<file path="config.mk">
export PLATFORM = sky130hd
export DESIGN_NAME = dac_volume_power_regs
export DESIGN_NICKNAME = d
export VERILOG_FILES = /design/src/core/dac_regs_pkg.sv /design/src/core/power_field_decode.sv /design/src/core/dac_volume_power_regs.sv
export SDC_FILE = /design/constraint.sdc
export NUM_CORES = 1
export LEC_CHECK = 0
export ABC_CLOCK_PERIOD_IN_PS = 11250
export BUFFER_PORTS_ARGS = -buffer_cell sky130_fd_sc_hd__buf_2
export CAP_MARGIN = 20
export CORE_UTILIZATION = 58
export DETAILED_ROUTE_END_ITERATION = 7
export GPL_TIMING_DRIVEN = 0
export PLACE_DENSITY_LB_ADDON = 0.15
export SLEW_MARGIN = 20
export SYNTH_ARGS = -nofsm -noshare
export SYNTH_HDL_FRONTEND = slang
export SYNTH_SLANG_ARGS = --single-unit
</file>
<file path="constraint.sdc">
create_clock -name clock_in -period 11.25 [get_ports clock_in]
set_input_delay 0.5625 -clock clock_in [delete_from_list [all_inputs] [get_ports clock_in]]
set_output_delay 0.5625 -clock clock_in [all_outputs]
set_load 0.005 [all_outputs]
</file>
<file path="src/core/dac_regs_pkg.sv">
// Register map, reset values and field layout of the volume and power register slice
package dac_regs_pkg;
   localparam int ADDR_W = 8;
   localparam int DATA_W = 8;
   localparam logic [7:0] ADDR_VOL_CH11 = 8'h16;
   localparam logic [7:0] ADDR_VOL_CH12 = 8'h17;
   localparam logic [7:0] ADDR_PAD_DRIVE = 8'h1c;
   localparam logic [7:0] ADDR_POWER_1_4 = 8'h1d;
   localparam logic [7:0] ADDR_POWER_5_8 = 8'h1e;
   localparam logic [7:0] RESET_VOL = 8'h00;
   localparam logic [7:0] RESET_PAD_DRIVE = 8'h02;
   localparam logic [7:0] RESET_POWER = 8'haa;
   localparam logic [7:0] READ_UNMAPPED = 8'h00;
   // Every reset power field is the best performance code
   localparam logic [7:0] RESET_BEST = 8'hff;
   localparam int PAD_DRIVE_BIT = 5;
   localparam int POWER_FIELD_W = 2;
   localparam int POWER_FIELDS = 4;
   // Attenuation in thousandths of a dB per code step
   localparam int VOL_STEP_MDB = 375;
   localparam int ATTEN_W = 17;
   localparam logic [7:0] VOL_CODE_ZERO = 8'h00;
   localparam logic [7:0] VOL_CODE_NEAR_MAX = 8'hfe;
   localparam logic [7:0] VOL_CODE_MAX = 8'hff;
   localparam int ATTEN_NEAR_MAX_MDB = 95250;
   localparam int ATTEN_MAX_MDB = 95625;
   typedef enum logic [1:0] {
      power_low = 2'h0,
      power_lowest = 2'h1,
      power_best = 2'h2,
      power_good = 2'h3
   } power_mode_t;
endpackage

</file>
<file path="src/core/power_field_decode.sv">
// Decoder of one two-bit channel power mode field into one-hot mode flags
`timescale 1ns/1ps
module power_field_decode
   import dac_regs_pkg::*;
(
   input wire logic [1:0] field_in,
   output logic low_power_out,
   output logic lowest_power_out,
   output logic best_perf_out,
   output logic good_perf_out
);
   assign low_power_out = (field_in == power_low);
   assign lowest_power_out = (field_in == power_lowest);
   assign best_perf_out = (field_in == power_best);
   assign good_perf_out = (field_in == power_good);
endmodule

</file>
<file path="src/core/dac_volume_power_regs.sv">
// Volume, pad drive and power mode registers behind the serial control port
`timescale 1ns/1ps
module dac_volume_power_regs
   import dac_regs_pkg::*;
(
   input wire logic clock_in,
   input wire logic resetn_in,
   input wire logic wr_en_in,
   input wire logic rd_en_in,
   input wire logic [ADDR_W-1:0] addr_in,
   input wire logic [DATA_W-1:0] wdata_in,
   output logic [DATA_W-1:0] rdata_out,
   output logic rvalid_out,
   output logic [DATA_W-1:0] volume_channel_eleven_out,
   output logic [DATA_W-1:0] volume_channel_twelve_out,
   output logic [ATTEN_W-1:0] atten_mdb_ch11_out,
   output logic [ATTEN_W-1:0] atten_mdb_ch12_out,
   output logic pad_drive_select_out,
   output logic [DATA_W-1:0] common_mode_pad_drive_out,
   output logic [7:0] power_mode_ch1_4_out,
   output logic [7:0] power_mode_ch5_8_out,
   output logic [7:0] best_perf_ch1_8_out
);
   logic [DATA_W-1:0] vol11_reg;
   logic [DATA_W-1:0] vol12_reg;
   logic [DATA_W-1:0] pad_reg;
   logic [DATA_W-1:0] pow14_reg;
   logic [DATA_W-1:0] pow58_reg;
   logic [DATA_W-1:0] rdata_reg;
   logic rvalid_reg;
   logic [ATTEN_W-1:0] att11_reg;
   logic [ATTEN_W-1:0] att12_reg;
   logic [7:0] best_reg;

   wire sel_vol11 = (addr_in == ADDR_VOL_CH11);
   wire sel_vol12 = (addr_in == ADDR_VOL_CH12);
   wire sel_pad = (addr_in == ADDR_PAD_DRIVE);
   wire sel_pow14 = (addr_in == ADDR_POWER_1_4);
   wire sel_pow58 = (addr_in == ADDR_POWER_5_8);

   wire [DATA_W-1:0] rdata_next = sel_vol11 ? vol11_reg :
                                  sel_vol12 ? vol12_reg :
                                  sel_pad ? pad_reg :
                                  sel_pow14 ? pow14_reg :
                                  sel_pow58 ? pow58_reg : READ_UNMAPPED;

   // Attenuation in mdB is code times step; zero code gives 0 dB
   wire [ATTEN_W-1:0] att11_next = ATTEN_W'(vol11_reg) * ATTEN_W'(VOL_STEP_MDB);
   wire [ATTEN_W-1:0] att12_next = ATTEN_W'(vol12_reg) * ATTEN_W'(VOL_STEP_MDB);

   wire [15:0] power_all = {pow58_reg, pow14_reg};
   wire [7:0] best_next;

   genvar gi;
   generate
      for (gi = 0; gi < 2 * POWER_FIELDS; gi++) begin : g_dec
         power_field_decode u_dec (
            .field_in(power_all[gi*POWER_FIELD_W +: POWER_FIELD_W]),
            .low_power_out(),
            .lowest_power_out(),
            .best_perf_out(best_next[gi]),
            .good_perf_out()
         );
      end
   endgenerate

   always_ff @(posedge clock_in or negedge resetn_in) begin
      if (!resetn_in) begin
         vol11_reg <= RESET_VOL;
         vol12_reg <= RESET_VOL;
         pad_reg <= RESET_PAD_DRIVE;
         pow14_reg <= RESET_POWER;
         pow58_reg <= RESET_POWER;
      end else if (wr_en_in) begin
         if (sel_vol11) vol11_reg <= wdata_in;
         if (sel_vol12) vol12_reg <= wdata_in;
         if (sel_pad) pad_reg <= wdata_in;
         if (sel_pow14) pow14_reg <= wdata_in;
         if (sel_pow58) pow58_reg <= wdata_in;
      end
   end

   always_ff @(posedge clock_in or negedge resetn_in) begin
      if (!resetn_in) begin
         rdata_reg <= READ_UNMAPPED;
         rvalid_reg <= 1'b0;
         att11_reg <= '0;
         att12_reg <= '0;
         best_reg <= RESET_BEST;
      end else begin
         rdata_reg <= rd_en_in ? rdata_next : rdata_reg;
         rvalid_reg <= rd_en_in;
         att11_reg <= att11_next;
         att12_reg <= att12_next;
         best_reg <= best_next;
      end
   end

   assign rdata_out = rdata_reg;
   assign rvalid_out = rvalid_reg;
   assign volume_channel_eleven_out = vol11_reg;
   assign volume_channel_twelve_out = vol12_reg;
   assign atten_mdb_ch11_out = att11_reg;
   assign atten_mdb_ch12_out = att12_reg;
   assign pad_drive_select_out = pad_reg[PAD_DRIVE_BIT];
   assign common_mode_pad_drive_out = pad_reg;
   assign power_mode_ch1_4_out = pow14_reg;
   assign power_mode_ch5_8_out = pow58_reg;
   assign best_perf_ch1_8_out = best_reg;

   // Writes land on the next edge; without a write each register holds
   a_vol_write: assert property (@(posedge clock_in) disable iff (!resetn_in)
      wr_en_in && sel_vol11 |=> vol11_reg == $past(wdata_in))
      else $error("channel 11 volume write lost");
   a_vol11_hold: assert property (@(posedge clock_in) disable iff (!resetn_in)
      !(wr_en_in && sel_vol11) |=> $stable(vol11_reg))
      else $error("channel 11 volume changed without write");
   a_vol12_write: assert property (@(posedge clock_in) disable iff (!resetn_in)
      wr_en_in && sel_vol12 |=> vol12_reg == $past(wdata_in))
      else $error("channel 12 volume write lost");
   a_vol12_hold: assert property (@(posedge clock_in) disable iff (!resetn_in)
      !(wr_en_in && sel_vol12) |=> $stable(vol12_reg))
      else $error("channel 12 volume changed without write");
   a_pad_write: assert property (@(posedge clock_in) disable iff (!resetn_in)
      wr_en_in && sel_pad |=> pad_reg == $past(wdata_in))
      else $error("pad register write lost");
   a_pad_bit: assert property (@(posedge clock_in) disable iff (!resetn_in)
      wr_en_in && sel_pad |=> pad_drive_select_out == $past(wdata_in[PAD_DRIVE_BIT]))
      else $error("pad drive bit not following write");
   a_pad_hold: assert property (@(posedge clock_in) disable iff (!resetn_in)
      !(wr_en_in && sel_pad) |=> $stable(pad_reg))
      else $error("pad register changed without write");
   a_pow14_write: assert property (@(posedge clock_in) disable iff (!resetn_in)
      wr_en_in && sel_pow14 |=> pow14_reg == $past(wdata_in))
      else $error("power 1-4 write lost");
   a_pow_hold: assert property (@(posedge clock_in) disable iff (!resetn_in)
      !(wr_en_in && sel_pow14) |=> $stable(pow14_reg))
      else $error("power 1-4 changed without write");
   a_pow58_write: assert property (@(posedge clock_in) disable iff (!resetn_in)
      wr_en_in && sel_pow58 |=> pow58_reg == $past(wdata_in))
      else $error("power 5-8 write lost");
   a_pow58_hold: assert property (@(posedge clock_in) disable iff (!resetn_in)
      !(wr_en_in && sel_pow58) |=> $stable(pow58_reg))
      else $error("power 5-8 changed without write");

   // Attenuation view trails the volume code by one edge
   a_atten_step: assert property (@(posedge clock_in) disable iff (!resetn_in)
      ##1 att11_reg == ATTEN_W'($past(vol11_reg)) * ATTEN_W'(VOL_STEP_MDB))
      else $error("attenuation not code times step");
   a_atten_step12: assert property (@(posedge clock_in) disable iff (!resetn_in)
      ##1 att12_reg == ATTEN_W'($past(vol12_reg)) * ATTEN_W'(VOL_STEP_MDB))
      else $error("channel 12 attenuation not code times step");
   a_atten_zero: assert property (@(posedge clock_in) disable iff (!resetn_in)
      $past(vol12_reg) == VOL_CODE_ZERO |-> att12_reg == '0)
      else $error("zero code not 0 dB");
   a_atten_zero11: assert property (@(posedge clock_in) disable iff (!resetn_in)
      $past(vol11_reg) == VOL_CODE_ZERO |-> att11_reg == '0)
      else $error("channel 11 zero code not 0 dB");
   a_atten_max: assert property (@(posedge clock_in) disable iff (!resetn_in)
      $past(vol12_reg) == VOL_CODE_MAX |-> att12_reg == ATTEN_W'(ATTEN_MAX_MDB))
      else $error("full code not 95.625 dB");
   a_atten_max11: assert property (@(posedge clock_in) disable iff (!resetn_in)
      $past(vol11_reg) == VOL_CODE_MAX |-> att11_reg == ATTEN_W'(ATTEN_MAX_MDB))
      else $error("channel 11 full code not 95.625 dB");
   a_atten_near: assert property (@(posedge clock_in) disable iff (!resetn_in)
      $past(vol11_reg) == VOL_CODE_NEAR_MAX |-> att11_reg == ATTEN_W'(ATTEN_NEAR_MAX_MDB))
      else $error("channel 11 code fe not 95.250 dB");
   a_atten_near12: assert property (@(posedge clock_in) disable iff (!resetn_in)
      $past(vol12_reg) == VOL_CODE_NEAR_MAX |-> att12_reg == ATTEN_W'(ATTEN_NEAR_MAX_MDB))
      else $error("channel 12 code fe not 95.250 dB");

   // Best performance flags trail the power fields by one edge
   a_best_decode: assert property (@(posedge clock_in) disable iff (!resetn_in)
      ##1 best_reg[4] == ($past(pow58_reg[POWER_FIELD_W-1:0]) == power_best))
      else $error("channel 5 best performance decode wrong");
   generate
      for (gi = 0; gi < POWER_FIELDS; gi++) begin : g_best14_chk
         a_best_ch1_4: assert property (@(posedge clock_in) disable iff (!resetn_in)
            ##1 best_reg[gi] == ($past(pow14_reg[gi*POWER_FIELD_W +: POWER_FIELD_W]) == power_best))
            else $error("channel 1-4 best performance decode wrong");
      end
      for (gi = 0; gi < POWER_FIELDS; gi++) begin : g_best58_chk
         a_best_ch5_8: assert property (@(posedge clock_in) disable iff (!resetn_in)
            ##1 best_reg[gi + POWER_FIELDS] == ($past(pow58_reg[gi*POWER_FIELD_W +: POWER_FIELD_W]) == power_best))
            else $error("channel 5-8 best performance decode wrong");
      end
   endgenerate

   // Read data comes from the register at the strobe edge, then stands
   a_read_back: assert property (@(posedge clock_in) disable iff (!resetn_in)
      rd_en_in && sel_pow58 |=> rvalid_out && rdata_out == $past(pow58_reg))
      else $error("power 5-8 readback wrong");
   a_read_vol11: assert property (@(posedge clock_in) disable iff (!resetn_in)
      rd_en_in && sel_vol11 |=> rvalid_out && rdata_out == $past(vol11_reg))
      else $error("channel 11 volume readback wrong");
   a_read_vol12: assert property (@(posedge clock_in) disable iff (!resetn_in)
      rd_en_in && sel_vol12 |=> rvalid_out && rdata_out == $past(vol12_reg))
      else $error("channel 12 volume readback wrong");
   a_read_pad: assert property (@(posedge clock_in) disable iff (!resetn_in)
      rd_en_in && sel_pad |=> rvalid_out && rdata_out == $past(pad_reg))
      else $error("pad register readback wrong");
   a_read_pow14: assert property (@(posedge clock_in) disable iff (!resetn_in)
      rd_en_in && sel_pow14 |=> rvalid_out && rdata_out == $past(pow14_reg))
      else $error("power 1-4 readback wrong");
   a_rvalid_pulse: assert property (@(posedge clock_in) disable iff (!resetn_in)
      !rd_en_in |=> !rvalid_out)
      else $error("read valid without read strobe");
   a_rdata_hold: assert property (@(posedge clock_in) disable iff (!resetn_in)
      !rd_en_in |=> $stable(rdata_out))
      else $error("read data changed without read strobe");
endmodule

</file>
==> summary.md, run 1 <==
| Metric | Value |
|---|---|
| Status | `completed` |
| Slew headroom | `0.500` |
| CTS sink cnt | `91` |
| Clk_lat worst skew | `around 340 ps` |
| Asr flop ratio synth | `1.00` |
| Input/output buffers | `111` |
| GRT Total Usage | `0.257` |
| Die Y | `108 um` |
| Post-DP Area | `7310 um2` |
| Worst hold margin | `220 ps` |
| RSZ-0062 raised after global routing | `no` |
| Worst path depth | `14` |
| # setup viols final | `0` |
| Total nets after synthesis | `724` |
| Reg2Reg Setup Slack | `6670 ps` |
| Worst Slack Setup Final | `6670 ps` |
| Final ANT Viol Nets | `0` |
| Final Total Pwr | `0.901 mW` |
| Final std cells w/o fill | `between 800 and 900` |
| Commonest non-fill, non-tap cells in the layout | `113 x inv_1, 111 x buf_2, 80 x ha_1` |
| Ys Warns | `0` |
| Final Hold Fails | `0` |
| Vias in the first global route | `4692` |
| Layout cell share with drive strength beyond 1 | `0.295` |
| Worst Skew | `between 6 and 7 ps` |
| Slowest CP cell | `fa_1` |
| CP top delay family | `adder cells` |
| Row Count | `38` |
| CP cell instances | `inv_1 -> fa_1 -> fa_1 -> inv_1 -> fa_1 -> inv_1 -> fa_1 -> inv_1 -> ha_1 -> and2_1 -> a221oi_2 -> a211oi_1 -> o41a_1 -> xor2_1` |
| Pwr dens | `118 nW/um2` |
| Int Power | `0.640 mW` |
| H-tree levels | `3` |
| Post-CTS setup buffer count | `0` |
| Worst Tran Pin Value | `around 740 ps` |
| DRC Markers | `0` |
| Post-DP HPWL | `10.6 mm` |
| Share of Yosys cell area claimed by the top area cell type | `0.283` |
| 1st-iter DRT viols | `120` |
| Post-synth top flop | `dfrtp_1` |
| TritonCTS clock tree | `done` |
| Final instance area | `about 7600 um2` |
| Critical path type | `flop to flop` |
| Final Net Count | `847` |
| Placer Congestion | `between 0.8 and 0.9` |
| Core Area | `10900 um2` |
| Synthesized flop and latch total | `91` |
| Reg2reg path depth | `14` |
| Worst Path Buf+Inv | `4` |
| Max frequency | `0.218 GHz` |
| Clk buf depth | `2` |
| Sequential Power Share | `0.418` |
| Setup TNS | `0 ps` |
| Avg Cell Area, Syn | `11.4 um2` |
| Max incr delay on CP | `550 ps` |
| Die Footprint | `about 12000 um2` |
| Initial antenna violation count | `0` |
| Clock share of power | `0.350` |
| Static leakage | `between 4 and 5 nW` |
| Clock transition at path regs | `about 70 ps` |
| Max Cap Viol | `0` |
| Layout area overhead | `16.4%` |
| CTS resizes | `0` |
| DR WL/cell | `16.0 um` |
| Gate power share | `0.232` |
| Switching Power | `~0.26 mW` |
| Commonest non-fill, non-tap cell in the layout | `inv_1` |
| Min Tclk post-route | `4580 ps` |
| Dominant cell type by area after synthesis | `dfrtp_1` |
| Hold Buf Count CTS | `0` |
| Element type at the critical path end | `flop` |
| Dpl ws | `6670 ps` |
| Final core utilization | `0.697` |
| VDD IR max | `0.0773 mV` |
| DRT Wirelength | `13.5 mm` |
| Net Sw Frac | `0.289` |
| Post-synthesis cell area | `6550 um2` |
| Total placed cells including tap cells | `about 830` |
| Worst-path maximum fanout | `7` |
| Inserted Clock Buffers | `9` |
| Post-synthesis sequential area ratio | `0.351` |
| Hold WC Path Type | `input port to async pin` |
| First-pass GRT wire length | `~23 mm` |
| Worst path required time | `11480 ps` |
| Post-Syn Instances | `roughly 570` |
| Crit path launch type | `flop` |
| Distinct cells, synth | `54` |
| Ranking of synthesized cells by area | `dfrtp_1 28%, fa_1 15%, ha_1 15%, mux2_2 6.9%, dfstp_2 6.8%` |
| Fin crit share | `0.407` |
| Data arrival time of the worst path | `4810 ps` |
| Largest net degree at the start of global routing | `49` |
| Global route overflow | `0` |
| Ports | `112` |
| EDFF count, synth | `0` |
| Via count | `approximately 4600` |
| Root cell of the clock tree | `clkbuf_16` |
| Starting Density | `0.599` |
| Die Wd | `108 um` |
| Fin. max-slew vios | `0` |
| Drt via density | `5.40` |
| DRT Pass-1 Iters | `5` |
| Diode count | `0` |
[final timing paths]
kind                                              start                       to
min                                           resetn_in   atten_mdb_ch11_out[12]
max reg2reg                volume_channel_eleven_out[5]   atten_mdb_ch11_out[14]
max                        volume_channel_eleven_out[5]   atten_mdb_ch11_out[14]
min reg2reg                     power_mode_ch5_8_out[6]   best_perf_ch1_8_out[7]
max in group asynchronous                     resetn_in  power_mode_ch1_4_out[1]
min in group clock_in                          rd_en_in               rvalid_out
[Yosys cell counts, drive strengths merged, types with 5 or more instances]
library cell  count
or3               5
buf               8
nor2             21
inv             113
xor2             10
ha               80
fa               50
o21ai            21
mux2             48
nor2b            12
a21o              5
dfrtp            74
a21oi            26
xnor2            12
dfstp            17
nand2            11
a221oi            8
o2bb2ai           7
[metal layers]
layer | up-vias | part of all wire | track usage
li1 | 2175 | - | -
met2 | 136 | 0.46 | 0.409
met5 | - | 0 | 0
met1 | 2218 | 0.46 | 0.357
met3 | 22 | 0.058 | 0.0500
met4 | 0 | 0.019 | 0.0830
[cell families (layout without fill, tap and decap cells)]
group	after synthesis	count (layout)	synth area share
compound gates	93	93	0.0947
xor+xnor	22	22	0.0294
simple gates	65	65	0.0558
mux	48	48	0.0871
fa+ha+maj	130	130	0.306
flops	91	91	0.351
buf+inv	125	253	0.0764
[state kept, by name, summed over array words and instances, names as in the netlist]
name / flops
power_mode_ch1_4_out: 8
best_perf_ch1_8_out: 8
volume_channel_twelve_out: 8
rdata_out: 8
rvalid_out: 1
atten_mdb_ch12_out: 17
atten_mdb_ch11_out: 17
power_mode_ch5_8_out: 8
common_mode_pad_drive_out: 8
volume_channel_eleven_out: 8
[power groups by stage]
stage          clock, mW  sequential (mW)  combinational [mW]
6_report           0.315            0.377               0.209
5_1_grt            0.337            0.381               0.242
4_1_cts            0.321            0.377               0.212
3_5_place_dp           0            0.383               0.210
3_3_place_gp           0            0.382               0.200
2_1_floorplan          0            0.385               0.130
[final cells by class]
class,instances,area (um2)
plain buffers,12,76.3
well taps,140,175
inverters,113,424
multi-input cells,358,3750
flip-flops and latches,91,2300
fillers,825,3310
clock inverters,5,60.1
repair buffers,112,586
clock buffers,11,253
No activity file was read; power rests on OpenSTA's default activity.
==> run 2, diff against run 1 <==
ABC_AREA = 1   (was default)
ABC_CLOCK_PERIOD_IN_PS = 4050   (was 11250)
CORE_UTILIZATION = 52   (was 58)
clock period = 4.05 ns   (was 11.25 ns; I/O delays follow)
==> run 2 against run 1 <==
Sequential power rose to 2.8 times the previous value; largest cell class unchanged; critical endpoint is now atten_mdb_ch12_out[14]; cell count up 26%; global-route usage down 0.074 points; power rose to 2.8 times the previous value; highest routed layer unchanged.
==> summary.md, run 2 <==
| Metric | Value |
|---|---|
| Status | `completed (unchanged)` |
| Reg2reg start | `volume_channel_twelve_out[7] (was volume_channel_eleven_out[5])` |
| Vias in the first global route | `5166 (was 4692)` |
| Root cell of the clock tree | `clkbuf_16 (unchanged)` |
| Fin crit share | `0.959 (was 0.407)` |
| Clock share of power | `0.348 (was 0.350)` |
| Commonest non-fill, non-tap cell in the layout | `inv_1 (unchanged)` |
| Largest net degree at the start of global routing | `48 (was 49)` |
| Row Count | `41 (was 38)` |
| Layout area overhead | `19.0% (was 16.4%)` |
| Max Cap Viol | `0 (unchanged)` |
| Slowest CP cell | `fa_1 (unchanged)` |
| Total placed cells including tap cells | `1030 (was 826)` |
| First-pass GRT wire length | `25.7 mm (was 23.1 mm)` |
| Asr flop ratio synth | `1.00 (unchanged)` |
| EDFF count, synth | `0 (unchanged)` |
| Die Y | `116 um (was 108 um)` |
| Clock transition at path regs | `70 ps (about the same)` |
| Worst Path Buf+Inv | `4 (unchanged)` |
| Most Frequent Cell on Critical Path | `nand2_1` |
| Top cells by count, synth | `155 x inv_1, 136 x nand2_1, 80 x ha_1, 74 x dfrtp_1, 53 x nand3_1 (was 113 x inv_1, 80 x ha_1, 74 x dfrtp_1, 50 x fa_1, 40 x mux2_2)` |
| Max incr delay on CP | `570 ps (was 550 ps)` |
| Final Net Count | `1035 (was 847)` |
| Via count | `5403 (was 4551)` |
| 1st-iter DRT viols | `331 (was 120)` |
| Final Hold Fails | `0 (unchanged)` |
| CP top delay family | `adder cells (unchanged)` |
| Worst-path maximum fanout | `5 (was 7)` |
| Distinct cells, synth | `36 (was 54)` |
| TritonCTS clock tree | `done (unchanged)` |
| Avg Cell Area, Syn | `9.02 um2 (was 11.4 um2)` |
| Starting Density | `0.533 (was 0.599)` |
| Hold_sp | `wdata_in[5]` |
| Critical path type | `flop to flop (unchanged)` |
| DRC Markers | `0 (unchanged)` |
| Ys Warns | `0 (unchanged)` |
| Post-synthesis cell area | `6730 um2 (was 6550 um2)` |
| Drt via density | `5.09 (was 5.40)` |
| Post-Syn Instances | `746 (was 574)` |
| # setup viols final | `0 (unchanged)` |
| VDD IR max | `0.179 mV (was 0.0773 mV)` |
| Post-synthesis sequential area ratio | `0.342 (was 0.351)` |
| Final instance area | `8010 um2 (was 7620 um2)` |
| DRT Wirelength | `16.1 mm (was 13.5 mm)` |
| Diode count | `0 (unchanged)` |
| Setup TNS | `0 ps (unchanged)` |
| Crit path launch type | `flop (unchanged)` |
| CTS sink cnt | `91 (unchanged)` |
| Commonest non-fill, non-tap cells in the layout | `154 x inv_1, 135 x nand2_1, 115 x buf_2 (was 113 x inv_1, 111 x buf_2, 80 x ha_1)` |
| Dominant cell type by area after synthesis | `dfrtp_1 (unchanged)` |
| Int Power | `1.76 mW (was 0.640 mW)` |
| GRT Total Usage | `0.257 (about the same)` |
| Inserted Clock Buffers | `9 (unchanged)` |
| Layout cell share with drive strength beyond 1 | `0.239 (was 0.295)` |
| Ports | `112 (unchanged)` |
| Share of Yosys cell area claimed by the top area cell type | `0.275 (was 0.283)` |
| Worst hold margin | `53.2 ps (was 220 ps)` |
| Hold WC Path Type | `input port to flop (was input port to async pin)` |
| CP startpoint | `volume_channel_twelve_out[7] (was volume_channel_eleven_out[5])` |
| Pwr dens | `320 nW/um2 (was 118 nW/um2)` |
| Max frequency | `0.258 GHz (was 0.218 GHz)` |
| Gate power share | `0.238 (was 0.232)` |
| Switching Power | `0.800 mW (was 0.261 mW)` |
| Min Tclk post-route | `3880 ps (was 4580 ps)` |
| Input/output buffers | `111 (unchanged)` |
| CP cell instances | `fa_1 -> inv_1 -> fa_1 -> inv_1 -> fa_1 -> inv_1 -> fa_1 -> inv_1 -> ha_4 -> a21o_1 -> a21oi_1 -> nand2_1 -> nand2_1 -> nand2_1 -> nand2_1 -> nand2_1 (was inv_1 -> fa_1 -> fa_1 -> inv_1 -> fa_1 -> inv_1 -> fa_1 -> inv_1 -> ha_1 -> and2_1 -> a221oi_2 -> a211oi_1 -> o41a_1 -> xor2_1)` |
| Slew headroom | `0.601 (was 0.500)` |
| Fin. max-slew vios | `0 (unchanged)` |
| Data arrival time of the worst path | `4130 ps (was 4810 ps)` |
| RSZ-0062 raised after global routing | `no (unchanged)` |
| Die Wd | `116 um (was 108 um)` |
| Clk_lat worst skew | `360 ps (was 340 ps)` |
| Net Sw Frac | `0.312 (was 0.289)` |
| Ranking of synthesized cells by area | `dfrtp_1 28%, fa_1 15%, ha_1 15%, inv_1 8.6%, nand2_1 7.6% (was dfrtp_1 28%, fa_1 15%, ha_1 15%, mux2_2 6.9%, dfstp_2 6.8%)` |
| DR WL/cell | `15.2 um (was 16.0 um)` |
| Worst Tran Pin Value | `599 ps (was 740 ps)` |
| Dpl ws | `-121 ps (was 6670 ps)` |
| Most common cell in the netlist | `inv_1 (unchanged)` |
| Worst path required time | `4300 ps (was 11480 ps)` |
| Element type at the critical path end | `flop (unchanged)` |
| Worst Slack Setup Final | `167 ps (was 6670 ps)` |
| Static leakage | `4.62 nW (was 4.34 nW)` |
| Final std cells w/o fill | `1062 (was 842)` |
| Final ANT Viol Nets | `0 (unchanged)` |
| Post-DP Area | `7520 um2 (was 7310 um2)` |
| Placer Congestion | `0.858 (was 0.871)` |
| Global route overflow | `0 (unchanged)` |
| H-tree levels | `3 (unchanged)` |
| Synthesized flop and latch total | `91 (unchanged)` |
| Total nets after synthesis | `896 (was 724)` |
| Die Footprint | `13400 um2 (was 11700 um2)` |
| Sequential Power Share | `0.414 (was 0.418)` |
| Worst Skew | `8.49 ps (was 6.96 ps)` |
| Post-synth top flop | `dfrtp_1 (unchanged)` |
| Post-DP HPWL | `12.7 mm (was 10.6 mm)` |
| Clk buf depth | `2 (unchanged)` |
| Core Area | `12600 um2 (was 10900 um2)` |
| DRT Pass-1 Iters | `7 (was 5)` |
| Initial antenna violation count | `0 (unchanged)` |
[run 2: changes by cell type in the layout (fill, tap and decap cells not counted), moves of 11 or more]
cell | before | now
mux2_2 | 40 | 0
o21ai_1 | 1 | 43
inv_1 | 113 | 154
o21ai_0 | 20 | 7
buf_4 | 7 | 20
dfrtp_2 | 0 | 12
nor2_1 | 20 | 36
nand2_1 | 11 | 135
nand3_1 | 1 | 53
nor2b_1 | 11 | 0
dfrtp_1 | 74 | 62
[run 2: layout make-up]
type / instances / area (um2)
buffer: 13 / 92.6
clock buffer: 9 / 225
clock inverter: 7 / 82.6
fill: 1114 / 4610
inverter: 157 / 589
multi-input combinational: 485 / 3790
sequential: 91 / 2310
tap: 172 / 215
timing repair buffer: 128 / 701
[run 2: through the flow]
stage	utilization	power, mW
4_1_cts	0.624	2.57
3_3_place_gp	0.594	1.64
6_report	0.634	2.56
5_1_grt	0.634	2.72
2_1_floorplan	-	1.43
3_5_place_dp	0.596	1.66
[run 2: worst register-to-register path, delay by kind of cell (launching register included)]
family	cells	cell delay, ps
adder cells (fa/ha/maj)	5	2420
flip-flops	1	440
AND/OR/NAND/NOR	5	390
AO/OA/AOI/OAI	2	290
buffers and inverters	4	240
[run 2: cells by family (layout without fill, tap and decap cells)]
| family | count (synthesis) | count (layout) | synth area share |
|---|---|---|---|
| simple gates | 246 | 246 | 0.160 |
| xor+xnor | 17 | 17 | 0.0221 |
| fa+ha+maj | 130 | 130 | 0.298 |
| flops | 91 | 91 | 0.342 |
| compound gates | 92 | 92 | 0.0774 |
| buf+inv | 170 | 314 | 0.101 |
[run 2: path summary, 6_finish.rpt]
kind                                            to  slack, ps  cells after the start
max                         atten_mdb_ch12_out[14]        170                     16
min                        power_mode_ch1_4_out[5]         50                      3
max reg2reg                 atten_mdb_ch12_out[14]        170                     16
min reg2reg                 best_perf_ch1_8_out[0]        450                      1
max in group asynchronous   best_perf_ch1_8_out[2]       2920                      3
min in group asynchronous    atten_mdb_ch12_out[8]        410                      2
[run 2: repair_timing]
item	in CTS	in global routing
buffers inserted	2	13
pin swaps	0	3
endpoints found under the hold margin	38	0
gates resized for setup	8	14
setup endpoints to repair	10	11
hold buffers	1	0
[run 2: power groups by stage]
stage | Clock, mW | Sequential [mW] | Combinational [mW]
final | 0.892 | 1.06 | 0.608
after global routing | 0.945 | 1.07 | 0.704
after CTS | 0.906 | 1.06 | 0.597
after detailed placement | 0 | 1.08 | 0.580
after global placement | 0 | 1.08 | 0.560
after floorplan | 0 | 1.08 | 0.347
[run 2: metal layers]
layer  vias up  wire [um]  track usage
li1       2617          -            -
met1      2629       7180        0.351
met2       132       7860        0.414
met3        25        711       0.0371
met4         0        344       0.0991
met5         -          0            0
